File: src/common/tpmi_pkg.sv
// shared constants for the test port message interpreter, simulator side
package tpmi_pkg;
    // message identifiers sent by the simulator
    localparam logic [7:0] ID_VOLUME_UP = 8'h33;
    localparam logic [7:0] ID_VOLUME_DOWN = 8'h34;
    localparam logic [7:0] ID_STATUS_REQ = 8'h35;
    localparam logic [7:0] ID_INDICATION_REQ = 8'h36;
    localparam logic [7:0] ID_POWER_REQ = 8'h37;
    localparam logic [7:0] ID_ALERT_REQ = 8'h38;
    localparam logic [7:0] ID_SHORT_MSG_REQ = 8'h39;
    localparam logic [7:0] ID_KEYSTROKE = 8'h3a;
    localparam logic [7:0] ID_HANDSET_DOWN = 8'h40;
    localparam logic [7:0] ID_HANDSET_UP = 8'h41;
    localparam logic [7:0] ID_BEARER_SELECT = 8'h46;
    localparam logic [7:0] ID_TX_POWER_SET = 8'h50;
    localparam logic [7:0] ID_FULL_RESET = 8'hff;
    // message identifiers sent by the handset
    localparam logic [7:0] ID_ALERT_ON = 8'h3c;
    localparam logic [7:0] ID_ALERT_OFF = 8'h3d;
    localparam logic [7:0] ID_STATUS_RESP = 8'h5b;
    localparam logic [7:0] ID_INDICATION_RESP = 8'h5c;
    localparam logic [7:0] ID_POWER_RESP = 8'h5d;
    localparam logic [7:0] ID_SHORT_MSG = 8'h65;
    localparam logic [7:0] ID_NO_SHORT_MSG = 8'h66;
    localparam logic [7:0] ID_INTERNAL_FAULT = 8'hf0;
    localparam logic [7:0] ID_UNRECOGNISED = 8'hf1;
    localparam logic [7:0] ID_UNPERFORMABLE = 8'hf2;
    // identifier ranges
    localparam logic [7:0] GENERAL_LO = 8'h32;
    localparam logic [7:0] GENERAL_HI = 8'hb3;
    localparam logic [7:0] MAKER_LO = 8'hb4;
    localparam logic [7:0] MAKER_HI = 8'hd1;
    localparam logic [7:0] MAKER_PRIV_LO = 8'hd2;
    localparam logic [7:0] MAKER_PRIV_HI = 8'hef;
    localparam logic [7:0] ERROR_LO = 8'hf0;
    // layer 2 flow-control codes, never usable as identifiers
    localparam logic [7:0] FLOW_ACK = 8'h06;
    localparam logic [7:0] FLOW_NAK = 8'h15;
    localparam logic [7:0] FLOW_RESUME = 8'h11;
    localparam logic [7:0] FLOW_STOP = 8'h13;
    // key codes
    localparam logic [7:0] KEY_HASH = 8'h23;
    localparam logic [7:0] KEY_STAR = 8'h2a;
    localparam logic [7:0] KEY_PLUS = 8'h2b;
    localparam logic [7:0] KEY_DIGIT0 = 8'h30;
    localparam logic [7:0] KEY_DIGIT9 = 8'h39;
    localparam logic [7:0] KEY_END = 8'h12;
    localparam logic [7:0] KEY_SEND = 8'h14;
    // sizes: identifier plus payload fits 255 data octets of a frame
    localparam logic [7:0] MAX_PAYLOAD = 8'hfe;
    localparam int FIFO_WIDTH = 8;
    localparam int FIFO_DEPTH = 8;
    // reset values
    localparam logic [7:0] BYTE_RST = 8'h00;
    typedef enum logic [1:0] {
        TX_IDLE = 2'b00,
        TX_ID = 2'b01,
        TX_PAYLOAD = 2'b10,
        TX_ERROR = 2'b11
    } tpmi_tx_state_t;
endpackage : tpmi_pkg

File: src/design/tpmi_fifo.sv
// small synchronous valid/ready fifo for the outgoing payload bytes
`timescale 1ns/1ps
module tpmi_fifo #(
    parameter int WIDTH = 8,
    parameter int DEPTH = 8
) (
    // clock and reset
    input wire logic clk_sys_in,
    input wire logic rst_n_in,
    // filling side
    input wire logic in_valid_in,
    output logic in_ready_out,
    input wire logic [WIDTH-1:0] in_data_in,
    // draining side
    output logic out_valid_out,
    input wire logic out_ready_in,
    output logic [WIDTH-1:0] out_data_out
);
    localparam int AW = $clog2(DEPTH);
    logic [WIDTH-1:0] mem_ff [DEPTH];
    logic [AW-1:0] wr_ptr_ff;
    logic [AW-1:0] rd_ptr_ff;
    logic [AW:0] count_ff;
    logic push;
    logic pop;

    // honest flags straight from the occupancy count
    assign in_ready_out = (count_ff != DEPTH[AW:0]);
    assign out_valid_out = (count_ff != '0);
    assign out_data_out = mem_ff[rd_ptr_ff];
    assign push = in_valid_in && in_ready_out;
    assign pop = out_valid_out && out_ready_in;

    // storage has no reset, contents are qualified by the count
    always_ff @(posedge clk_sys_in) begin
        if (push) begin
            mem_ff[wr_ptr_ff] <= in_data_in;
        end
    end

    // pointers and occupancy; depth is a power of two so pointers wrap
    always_ff @(posedge clk_sys_in or negedge rst_n_in) begin
        if (!rst_n_in) begin
            wr_ptr_ff <= '0;
            rd_ptr_ff <= '0;
            count_ff <= '0;
        end else begin
            if (push) begin
                wr_ptr_ff <= wr_ptr_ff + 1'b1;
            end
            if (pop) begin
                rd_ptr_ff <= rd_ptr_ff + 1'b1;
            end
            if (push && !pop) begin
                count_ff <= count_ff + 1'b1;
            end else if (pop && !push) begin
                count_ff <= count_ff - 1'b1;
            end
        end
    end

    fifo_bound_a: assert property (@(posedge clk_sys_in) disable iff (!rst_n_in)
        count_ff <= DEPTH[AW:0]) else $error("fifo count over depth");
endmodule : tpmi_fifo

File: src/design/tpmi_host.sv
// simulator-side message interpreter: sends commands, decodes handset answers
`timescale 1ns/1ps
module tpmi_host
    import tpmi_pkg::*;
(
    // clock and reset
    input wire logic clk_sys_in,
    input wire logic arst_n_in,
    // configuration
    input wire logic maker_ids_en_in,
    // command request
    input wire logic cmd_valid_in,
    output logic cmd_ready_out,
    input wire logic [7:0] cmd_id_in,
    input wire logic [7:0] cmd_len_in,
    output logic cmd_reject_out,
    // command payload bytes
    input wire logic pay_valid_in,
    output logic pay_ready_out,
    input wire logic [7:0] pay_data_in,
    // message bytes to the framer
    output logic tx_valid_out,
    input wire logic tx_ready_in,
    output logic [7:0] tx_data_out,
    output logic tx_last_out,
    output logic key_bad_out,
    // message bytes from the framer
    input wire logic rx_valid_in,
    input wire logic [7:0] rx_data_in,
    input wire logic rx_last_in,
    input wire logic rx_frame_ok_in,
    // decoded answers
    output logic resp_valid_out,
    output logic [7:0] resp_id_out,
    output logic [7:0] resp_data_out,
    output logic alert_on_out,
    output logic short_msg_out,
    output logic [7:0] dev_error_out
);
    ////////////////////////////////////////////////////////////////////////
    // decoding functions

    // identifiers the simulator may send
    function automatic logic id_sendable(input logic [7:0] id, input logic ext_en);
        logic ok;
        ok = 1'b0;
        // assigned general and error ids only
        unique case (id)
            ID_VOLUME_UP, ID_VOLUME_DOWN, ID_STATUS_REQ, ID_INDICATION_REQ,
            ID_POWER_REQ, ID_ALERT_REQ, ID_SHORT_MSG_REQ, ID_KEYSTROKE,
            ID_HANDSET_DOWN, ID_HANDSET_UP, ID_BEARER_SELECT, ID_TX_POWER_SET,
            ID_UNRECOGNISED, ID_FULL_RESET: ok = 1'b1;
            default: ok = 1'b0;
        endcase
        if (ext_en && id >= MAKER_LO && id <= MAKER_HI) begin
            ok = 1'b1;
        end
        // flow codes never pass, even if a table entry were to clash
        if (id == FLOW_ACK || id == FLOW_NAK || id == FLOW_RESUME || id == FLOW_STOP) begin
            ok = 1'b0;
        end
        return ok;
    endfunction : id_sendable

    // identifiers the simulator understands from the handset
    function automatic logic id_known(input logic [7:0] id, input logic ext_en);
        logic ok;
        ok = 1'b0;
        unique case (id)
            ID_ALERT_ON, ID_ALERT_OFF, ID_STATUS_RESP, ID_INDICATION_RESP,
            ID_POWER_RESP, ID_SHORT_MSG, ID_NO_SHORT_MSG, ID_INTERNAL_FAULT,
            ID_UNRECOGNISED, ID_UNPERFORMABLE: ok = 1'b1;
            default: ok = 1'b0;
        endcase
        if (ext_en && id >= MAKER_LO && id <= MAKER_PRIV_HI) begin
            ok = 1'b1;
        end
        return ok;
    endfunction : id_known

    // legal key codes of a keystroke payload
    function automatic logic key_legal(input logic [7:0] k);
        return (k >= KEY_DIGIT0 && k <= KEY_DIGIT9) || k == KEY_END || k == KEY_SEND
            || k == KEY_HASH || k == KEY_STAR || k == KEY_PLUS;
    endfunction : key_legal

    ////////////////////////////////////////////////////////////////////////
    // reset release

    logic [1:0] rst_sync_ff;
    logic rst_n;

    // two flops so release never lands near a clock edge
    always_ff @(posedge clk_sys_in or negedge arst_n_in) begin
        if (!arst_n_in) begin
            rst_sync_ff <= 2'b00;
        end else begin
            rst_sync_ff <= {rst_sync_ff[0], 1'b1};
        end
    end
    assign rst_n = rst_sync_ff[1];

    ////////////////////////////////////////////////////////////////////////
    // payload buffer

    logic fifo_valid;
    logic fifo_ready;
    logic [7:0] fifo_data;

    tpmi_fifo #(.WIDTH(FIFO_WIDTH), .DEPTH(FIFO_DEPTH)) u_pay_fifo (
        .clk_sys_in(clk_sys_in),
        .rst_n_in(rst_n),
        .in_valid_in(pay_valid_in),
        .in_ready_out(pay_ready_out),
        .in_data_in(pay_data_in),
        .out_valid_out(fifo_valid),
        .out_ready_in(fifo_ready),
        .out_data_out(fifo_data)
    );

    ////////////////////////////////////////////////////////////////////////
    // transmit sequencer

    tpmi_tx_state_t state_ff;
    logic [7:0] id_ff;
    logic [7:0] rem_ff;
    logic err_pend_ff;
    logic cmd_take;
    logic cmd_ok;
    logic tx_fire;
    logic err_set;

    assign cmd_ready_out = (state_ff == TX_IDLE) && !err_pend_ff;
    assign cmd_take = cmd_valid_in && cmd_ready_out;
    // private maker ids fail id_sendable; payload capped to frame
    assign cmd_ok = id_sendable(cmd_id_in, maker_ids_en_in) && (cmd_len_in <= MAX_PAYLOAD);
    assign tx_valid_out = (state_ff == TX_ID) || (state_ff == TX_ERROR)
        || ((state_ff == TX_PAYLOAD) && fifo_valid);
    assign tx_fire = tx_valid_out && tx_ready_in;
    assign fifo_ready = (state_ff == TX_PAYLOAD) && tx_ready_in;
    // identifier first, payload behind it from the buffer
    assign tx_data_out = (state_ff == TX_PAYLOAD) ? fifo_data : id_ff;
    // a zero-length command is the identifier octet alone
    assign tx_last_out = (state_ff == TX_ERROR) || ((state_ff == TX_ID) && rem_ff == '0)
        || ((state_ff == TX_PAYLOAD) && rem_ff == 8'h01);
    // key octets checked as they leave
    assign key_bad_out = (state_ff == TX_PAYLOAD) && tx_fire && (id_ff == ID_KEYSTROKE)
        && !key_legal(fifo_data);

    // message state; a pending error report waits only for an idle link
    always_ff @(posedge clk_sys_in or negedge rst_n) begin
        if (!rst_n) begin
            state_ff <= TX_IDLE;
            id_ff <= BYTE_RST;
            rem_ff <= BYTE_RST;
        end else begin
            unique case (state_ff)
                TX_IDLE: begin
                    if (err_pend_ff) begin
                        state_ff <= TX_ERROR;
                        id_ff <= ID_UNRECOGNISED;
                    end else if (cmd_take && cmd_ok) begin
                        state_ff <= TX_ID;
                        id_ff <= cmd_id_in;
                        rem_ff <= cmd_len_in;
                    end
                end
                TX_ID: begin
                    if (tx_fire) begin
                        state_ff <= (rem_ff == '0) ? TX_IDLE : TX_PAYLOAD;
                    end
                end
                TX_PAYLOAD: begin
                    if (tx_fire) begin
                        rem_ff <= rem_ff - 8'h01;
                        if (rem_ff == 8'h01) begin
                            state_ff <= TX_IDLE;
                        end
                    end
                end
                TX_ERROR: begin
                    if (tx_fire) begin
                        state_ff <= TX_IDLE;
                    end
                end
            endcase
        end
    end

    // refusal pulse for an illegal identifier or oversize payload
    always_ff @(posedge clk_sys_in or negedge rst_n) begin
        if (!rst_n) begin
            cmd_reject_out <= 1'b0;
        end else begin
            cmd_reject_out <= cmd_take && !cmd_ok;
        end
    end

    ////////////////////////////////////////////////////////////////////////
    // receive decoder

    logic [7:0] rx_idx_ff;
    logic [7:0] rx_id_ff;
    logic [7:0] rx_d2_ff;
    logic [7:0] cur_id;
    logic [7:0] cur_d2;
    logic rx_end;

    // the closing byte may itself be the identifier or the second octet
    assign cur_id = (rx_idx_ff == '0) ? rx_data_in : rx_id_ff;
    assign cur_d2 = (rx_idx_ff == 8'h01) ? rx_data_in : rx_d2_ff;
    // a bad frame is the framer's to reject, never decoded here
    assign rx_end = rx_valid_in && rx_last_in && rx_frame_ok_in;
    assign err_set = rx_end && !id_known(cur_id, maker_ids_en_in);

    // octet position and the first two octets of each message
    always_ff @(posedge clk_sys_in or negedge rst_n) begin
        if (!rst_n) begin
            rx_idx_ff <= BYTE_RST;
            rx_id_ff <= BYTE_RST;
            rx_d2_ff <= BYTE_RST;
        end else if (rx_valid_in) begin
            rx_idx_ff <= rx_last_in ? BYTE_RST : rx_idx_ff + 8'h01;
            if (rx_idx_ff == '0) begin
                rx_id_ff <= rx_data_in;
            end
            if (rx_idx_ff == 8'h01) begin
                rx_d2_ff <= rx_data_in;
            end
        end
    end

    // unknown answer queues error 241; a new one wins over the clear
    always_ff @(posedge clk_sys_in or negedge rst_n) begin
        if (!rst_n) begin
            err_pend_ff <= 1'b0;
        end else if (err_set) begin
            err_pend_ff <= 1'b1;
        end else if (state_ff == TX_ERROR && tx_fire) begin
            err_pend_ff <= 1'b0;
        end
    end

    // decoded answer pulse with identifier and first field
    always_ff @(posedge clk_sys_in or negedge rst_n) begin
        if (!rst_n) begin
            resp_valid_out <= 1'b0;
            resp_id_out <= BYTE_RST;
            resp_data_out <= BYTE_RST;
        end else begin
            resp_valid_out <= rx_end && !err_set;
            if (rx_end && !err_set) begin
                resp_id_out <= cur_id;
                resp_data_out <= cur_d2;
            end
        end
    end

    // alert and short-message state as last reported
    always_ff @(posedge clk_sys_in or negedge rst_n) begin
        if (!rst_n) begin
            alert_on_out <= 1'b0;
            short_msg_out <= 1'b0;
        end else if (rx_end) begin
            if (cur_id == ID_ALERT_ON || cur_id == ID_ALERT_OFF) begin
                alert_on_out <= (cur_id == ID_ALERT_ON);
            end
            // 101 carries a message, 102 says none
            if (cur_id == ID_SHORT_MSG || cur_id == ID_NO_SHORT_MSG) begin
                short_msg_out <= (cur_id == ID_SHORT_MSG);
            end
        end
    end

    // last error identifier reported by the handset
    always_ff @(posedge clk_sys_in or negedge rst_n) begin
        if (!rst_n) begin
            dev_error_out <= BYTE_RST;
        end else if (rx_end && cur_id >= ERROR_LO && id_known(cur_id, maker_ids_en_in)) begin
            dev_error_out <= cur_id;
        end
    end

    ////////////////////////////////////////////////////////////////////////
    // checks

    tx_hold_a: assert property (@(posedge clk_sys_in) disable iff (!rst_n)
        tx_valid_out && !tx_ready_in |=> tx_valid_out && $stable(tx_data_out))
        else $error("tx byte dropped before taken");
    id_legal_a: assert property (@(posedge clk_sys_in) disable iff (!rst_n)
        state_ff == TX_ID |-> id_sendable(id_ff, maker_ids_en_in))
        else $error("illegal identifier on link");
    priv_never_a: assert property (@(posedge clk_sys_in) disable iff (!rst_n)
        tx_valid_out && state_ff == TX_ID |-> !(id_ff >= MAKER_PRIV_LO && id_ff <= MAKER_PRIV_HI))
        else $error("private maker id sent");
    flow_clash_a: assert property (@(posedge clk_sys_in) disable iff (!rst_n)
        state_ff == TX_ID |-> id_ff != FLOW_NAK && id_ff != FLOW_ACK
            && id_ff != FLOW_RESUME && id_ff != FLOW_STOP)
        else $error("identifier equals flow code");
    reject_pulse_a: assert property (@(posedge clk_sys_in) disable iff (!rst_n)
        cmd_take && !cmd_ok |=> cmd_reject_out && state_ff == TX_IDLE)
        else $error("bad command not refused");
    err_queue_a: assert property (@(posedge clk_sys_in) disable iff (!rst_n)
        err_set && cmd_ready_out && !cmd_valid_in
            |=> err_pend_ff ##1 (state_ff == TX_ERROR && tx_data_out == ID_UNRECOGNISED))
        else $error("error 241 not queued");
    alert_track_a: assert property (@(posedge clk_sys_in) disable iff (!rst_n)
        rx_end && cur_id == ID_ALERT_OFF |=> !alert_on_out)
        else $error("alert state not cleared");
    single_octet_a: assert property (@(posedge clk_sys_in) disable iff (!rst_n)
        tx_fire && state_ff == TX_ID && rem_ff == '0 |-> tx_last_out ##1 state_ff != TX_PAYLOAD)
        else $error("single octet command ran on");
    key_flag_a: assert property (@(posedge clk_sys_in) disable iff (!rst_n)
        key_bad_out |-> id_ff == ID_KEYSTROKE && !key_legal(tx_data_out))
        else $error("key warning without bad key");
    cmd_cov_c: cover property (@(posedge clk_sys_in) disable iff (!rst_n)
        tx_fire && state_ff == TX_PAYLOAD && tx_last_out && id_ff == ID_KEYSTROKE);
    alert_cov_c: cover property (@(posedge clk_sys_in) disable iff (!rst_n)
        rx_end && cur_id == ID_ALERT_ON);
    err_cov_c: cover property (@(posedge clk_sys_in) disable iff (!rst_n)
        state_ff == TX_ERROR && tx_fire);
    stall_cov_c: cover property (@(posedge clk_sys_in) disable iff (!rst_n)
        pay_valid_in && !pay_ready_out);
endmodule : tpmi_host

File: config.mk
export PLATFORM = sky130hd
export DESIGN_NAME = tpmi_host
export DESIGN_NICKNAME = d
export VERILOG_FILES = /design/src/common/tpmi_pkg.sv /design/src/design/tpmi_fifo.sv /design/src/design/tpmi_host.sv
export SDC_FILE = /design/constraint.sdc
export NUM_CORES = 1
export LEC_CHECK = 0
export ABC_AREA = 1
export BUFFER_PORTS_ARGS = -buffer_cell sky130_fd_sc_hd__buf_2
export CELL_PAD_IN_SITES_DETAIL_PLACEMENT = 1
export CELL_PAD_IN_SITES_GLOBAL_PLACEMENT = 1
export CORE_UTILIZATION = 40
export CTS_CLUSTER_SIZE = 30
export DETAILED_ROUTE_END_ITERATION = 8
export GPL_ROUTABILITY_DRIVEN = 0
export PLACE_DENSITY_LB_ADDON = 0.1
export REMOVE_ABC_BUFFERS = 1
export SLEW_MARGIN = 20
export SYNTH_ARGS = -nofsm -noshare
export SYNTH_HDL_FRONTEND = slang
export SYNTH_HIERARCHICAL = 1
export SYNTH_SLANG_ARGS = --single-unit
File: constraint.sdc
create_clock -name clk_sys_in -period 2.6 [get_ports clk_sys_in]
set_input_delay 0.26 -clock clk_sys_in [delete_from_list [all_inputs] [get_ports clk_sys_in]]
set_output_delay 0.26 -clock clk_sys_in [all_outputs]
set_load 0.02 [all_outputs]
==> impl_metrics.py <==
metrics = {
    "placed_design": {
        "dpl_cell_area_mm2": 0.00818,
        "pre_cts_slack_ns": 0.0937,
        "dp_hpwl_mm": 13.6,
        "io_buffers": 81,
        "placed_cells": 1228,
    },
    "worst_setup_path": {
        "endpoint_kind": "output port",
        "crit_chain": "clkbuf_16 -> nor2_1 -> nor2_1 -> nand2_1 -> nand2_1 -> nand2_1 -> nand2_2 -> o21ai_1 -> nand2_1 -> o41ai_2 -> a32o_2 -> a21oi_2 -> buf_6",
        "r2r_setup_slack_ns": 0.23,
        "reg2reg_to": "resp_data_out[6]",
        "crit_slowest_cell": "dfrtp_4",
        "crit_top_cell": "nand2_1",
        "cpLargestDelayFamily": "flip-flops",
        "cp.arrival_ns": 2.48,
        "crit_fanout": 8,
        "cp-start-kind": "flip-flop",
        "cp.required_ns": 2.34,
        "worst-path-buf-inv": 2,
        "timing.rr.start": "rx_idx_ff[0]",
        "ff2ff_path_depth": 16,
        "critPathKind": "reg -> out",
        "cp_slowest_stage_delay_ns": 0.58,
    },
    "yosys": {
        "ys.flop_type": "dfrtp_1",
        "yosysTopAreaCellShare_pct": 27.9,
        "synth.largest_area_cell": "dfrtp_1",
        "post_synth_num_cell_types": 44,
        "synthArstFlopShare_pct": 56.5,
        "synth_most_common_cell": "nand2_1",
        "yosys-top-cells-area": "dfrtp_1 28%, edfxtp_1 26%, nand2_1 16%",
        "synth_edf_count": 64,
        "synth.cell_area_mm2": 0.00744,
        "synth_seq_area_share_pct": 53.8,
        "synth_common_cells": "320 x nand2_1, 116 x inv_1, 114 x nor2_1, 83 x dfrtp_1, 64 x edfxtp_1",
        "syn-mean-instance-area_um2": 8.10,
        "synth_cells": 918,
        "ys_seq_elements": 147,
        "yosysWarnings": 6,
    },
    "detailed_routing": {
        "postRouteAntennaNets": 0,
        "routed_wl_mm": 20.0,
        "vias": 6241,
        "wl_per_cell_um": 15.7,
        "drt_iter0_markers": 260,
        "drc": 28,
        "vias_per_cell": 4.90,
        "drtPass1Iterations": 6,
    },
    "min_path": {
        "min-delay-start": "pay_data_in[1]",
        "holdPathEnd": "u_pay_fifo/mem_ff[3][1]",
        "worstHoldPathType": "in -> reg",
        "min_path_cells": 1,
    },
    "global_routing": {
        "use_met2_pct": 36.9,
        "met1_usage_pct": 26.8,
        "grt_first_pass_wirelength_mm": 31.9,
        "met3_usage_pct": 4.05,
        "grt_busiest_layer": "met2",
        "grt_use_total_pct": 21.3,
        "grt_pass1_vias": 6356,
        "grt_max_degree": 58,
        "antenna_found_initial": 1,
        "gr-total-overflow": 0,
    },
    "sta": {
        "setup_viol": 1,
        "drv_slew": 0,
        "fin_crit_sh_pct": 105,
        "setup_ws_ns": -0.135,
        "fin_tns_setup_ns": -0.135,
        "rsz0062_at_grt": "yes",
        "finalHoldViolCount": 0,
        "fin_crit_ns": 2.74,
        "fmax_mhz": 366,
        "tightest_slew_ns": 0.777,
        "relSlewSlack_pct": 48.2,
        "fin_skew_ns": 0.00814,
    },
    "clock_network": {
        "cts_root_buf": "clkbuf_16",
        "cts_tree": "yes",
        "cts_buffer_depth": 2,
        "clkSinkCount": 147,
        "insertion_delay_ns": 0.42,
        "cts-buffers-inserted": 17,
        "clkTransAtPathRegs_ns": 0.06,
        "cts-htree-levels": 4,
    },
    "die": {
        "rows": 49,
        "die-area_mm2": 0.0191,
        "core_area_mm2": 0.0181,
        "pin_count": 82,
        "dieHeight_um": 138,
        "die_w_um": 138,
        "start_util_pct": 41.1,
    },
    "layout": {
        "fin_nets": 1083,
        "drive_above_1_share_pct": 17.8,
        "fin_area_mm2": 0.00909,
        "area_growth_pct": 22.2,
        "instances_no_fill": 1273,
    },
    "power": {
        "p_leak_nw": 4.55,
        "p_sw_share_pct": 40.3,
        "power_frac_seq_pct": 32.2,
        "power_frac_comb_pct": 42.7,
        "p_clk_share_pct": 25.2,
        "p_sw_w": 0.00427,
        "power-per-cell-area_mw_per_mm2": 1160,
        "irDropWorstVdd_v": 0.000574,
        "cellInternalPower_w": 0.00631,
    },
    "job": {
        "drv_cap": 0,
    },
    "outcome": {
        "violations": "DRC, setup timing",
        "outcome": "finished with violations",
    },
}
-- kinds of logic after synthesis --
logic type | share of synthesized area, %
AND/OR/NAND/NOR | 28.3
flip-flops | 53.8
buffers and inverters | 8.13
AO/OA/AOI/OAI | 6.49
adder cells (fa/ha/maj) | 2.12
XOR/XNOR | 0.942
other | 0.0504
multiplexers | 0.151
-- worst max path at each step --
stage                     depth (start not counted)                     from  slack [ns]                endpoint
after floorplan                                  13              state_ff[1]       -0.38  u_pay_fifo/count_ff[3]
after global placement                           16             rx_idx_ff[0]        0.18        resp_data_out[2]
after detailed placement                         16             rx_idx_ff[0]        0.09        resp_data_out[2]
after CTS                                        11  u_pay_fifo/rd_ptr_ff[0]       0.006             key_bad_out
after global routing                             13  u_pay_fifo/rd_ptr_ff[0]       -0.23             key_bad_out
final                                            13  u_pay_fifo/rd_ptr_ff[0]       -0.14             key_bad_out
-- power by group through the flow --
stage | sequential, W | clock, W | combinational [W]
floorplan | 0.00356 | 0 | 0.00249
CTS | 0.00336 | 0.00271 | 0.00409
global route | 0.00348 | 0.00280 | 0.00510
global placement | 0.00339 | 0 | 0.00396
finish | 0.00340 | 0.00266 | 0.00451
detailed placement | 0.00339 | 0 | 0.00404
-- final cells by class --
type | count | area [µm²]
Multi-Input combinational cell | 626 | 2880
Clock inverter | 15 | 214
Timing Repair Buffer | 118 | 821
Clock buffer | 17 | 425
Tap cell | 229 | 287
Fill cell | 2183 | 9000
Antenna cell | 1 | 2.50
Inverter | 120 | 450
Sequential cell | 147 | 4010
-- what timing repair did --
| item | CTS | global route |
|---|---|---|
| hold buffers | 1 | 0 |
| setup endpoints to repair | 1 | 24 |
| pin swaps | 0 | 8 |
| gates cloned | 0 | 6 |
| resized for setup | 3 | 20 |
| endpoints found under the hold margin | 2 | 0 |
| setup buffers | 0 | 5 |
-- metrics by stage --
stage	util [%]	hold WS, ns	power [W]
after floorplan	-	-0.0356	0.00605
after global placement	45.2	0.0465	0.00734
after detailed placement	45.2	0.0466	0.00743
after CTS	48.9	0.0982	0.0102
after global routing	50.2	0.112	0.0114
final	50.3	0.111	0.0106
-- sequential cells by signal, summed over array words and instances, names as in the netlist, 2 cells and up --
signal	flops
rx_idx_ff	8
u_pay_fifo/count_ff	4
state_ff	2
rst_sync_ff	2
rem_ff	8
resp_data_out	8
rx_id_ff	8
id_ff	8
resp_id_out	8
dev_error_out	8
rx_d2_ff	8
u_pay_fifo/wr_ptr_ff	3
u_pay_fifo/rd_ptr_ff	3
u_pay_fifo/mem_ff	64
-- layout by cell type, fill, tap and decap left out, types with 4 or more instances in the layout --
| master | n |
|---|---|
| nand3_1 | 43 |
| o22ai_1 | 4 |
| bufinv_16 | 5 |
| dfrtp_1 | 81 |
| nor2_2 | 6 |
| xnor2_1 | 5 |
| o21ai_1 | 4 |
| o21ai_0 | 52 |
| edfxtp_1 | 64 |
| nor2_1 | 111 |
| nor3_1 | 9 |
| buf_2 | 80 |
| inv_1 | 116 |
| buf_4 | 27 |
| inv_2 | 4 |
| a21oi_1 | 11 |
| nand2_1 | 314 |
| ha_1 | 11 |
| nand4_1 | 7 |
| nand2_4 | 4 |
| nand2_2 | 12 |
| clkbuf_16 | 22 |
-- routing by layer --
layer	share of wire [%]	wire, µm	vias to the layer above
met5	0	0	-
met2	49	9860	104
met3	3.5	697	23
met4	1.4	286	0
met1	46	9130	3000
li1	-	-	3114
No activity file was read; power rests on OpenSTA's default activity.
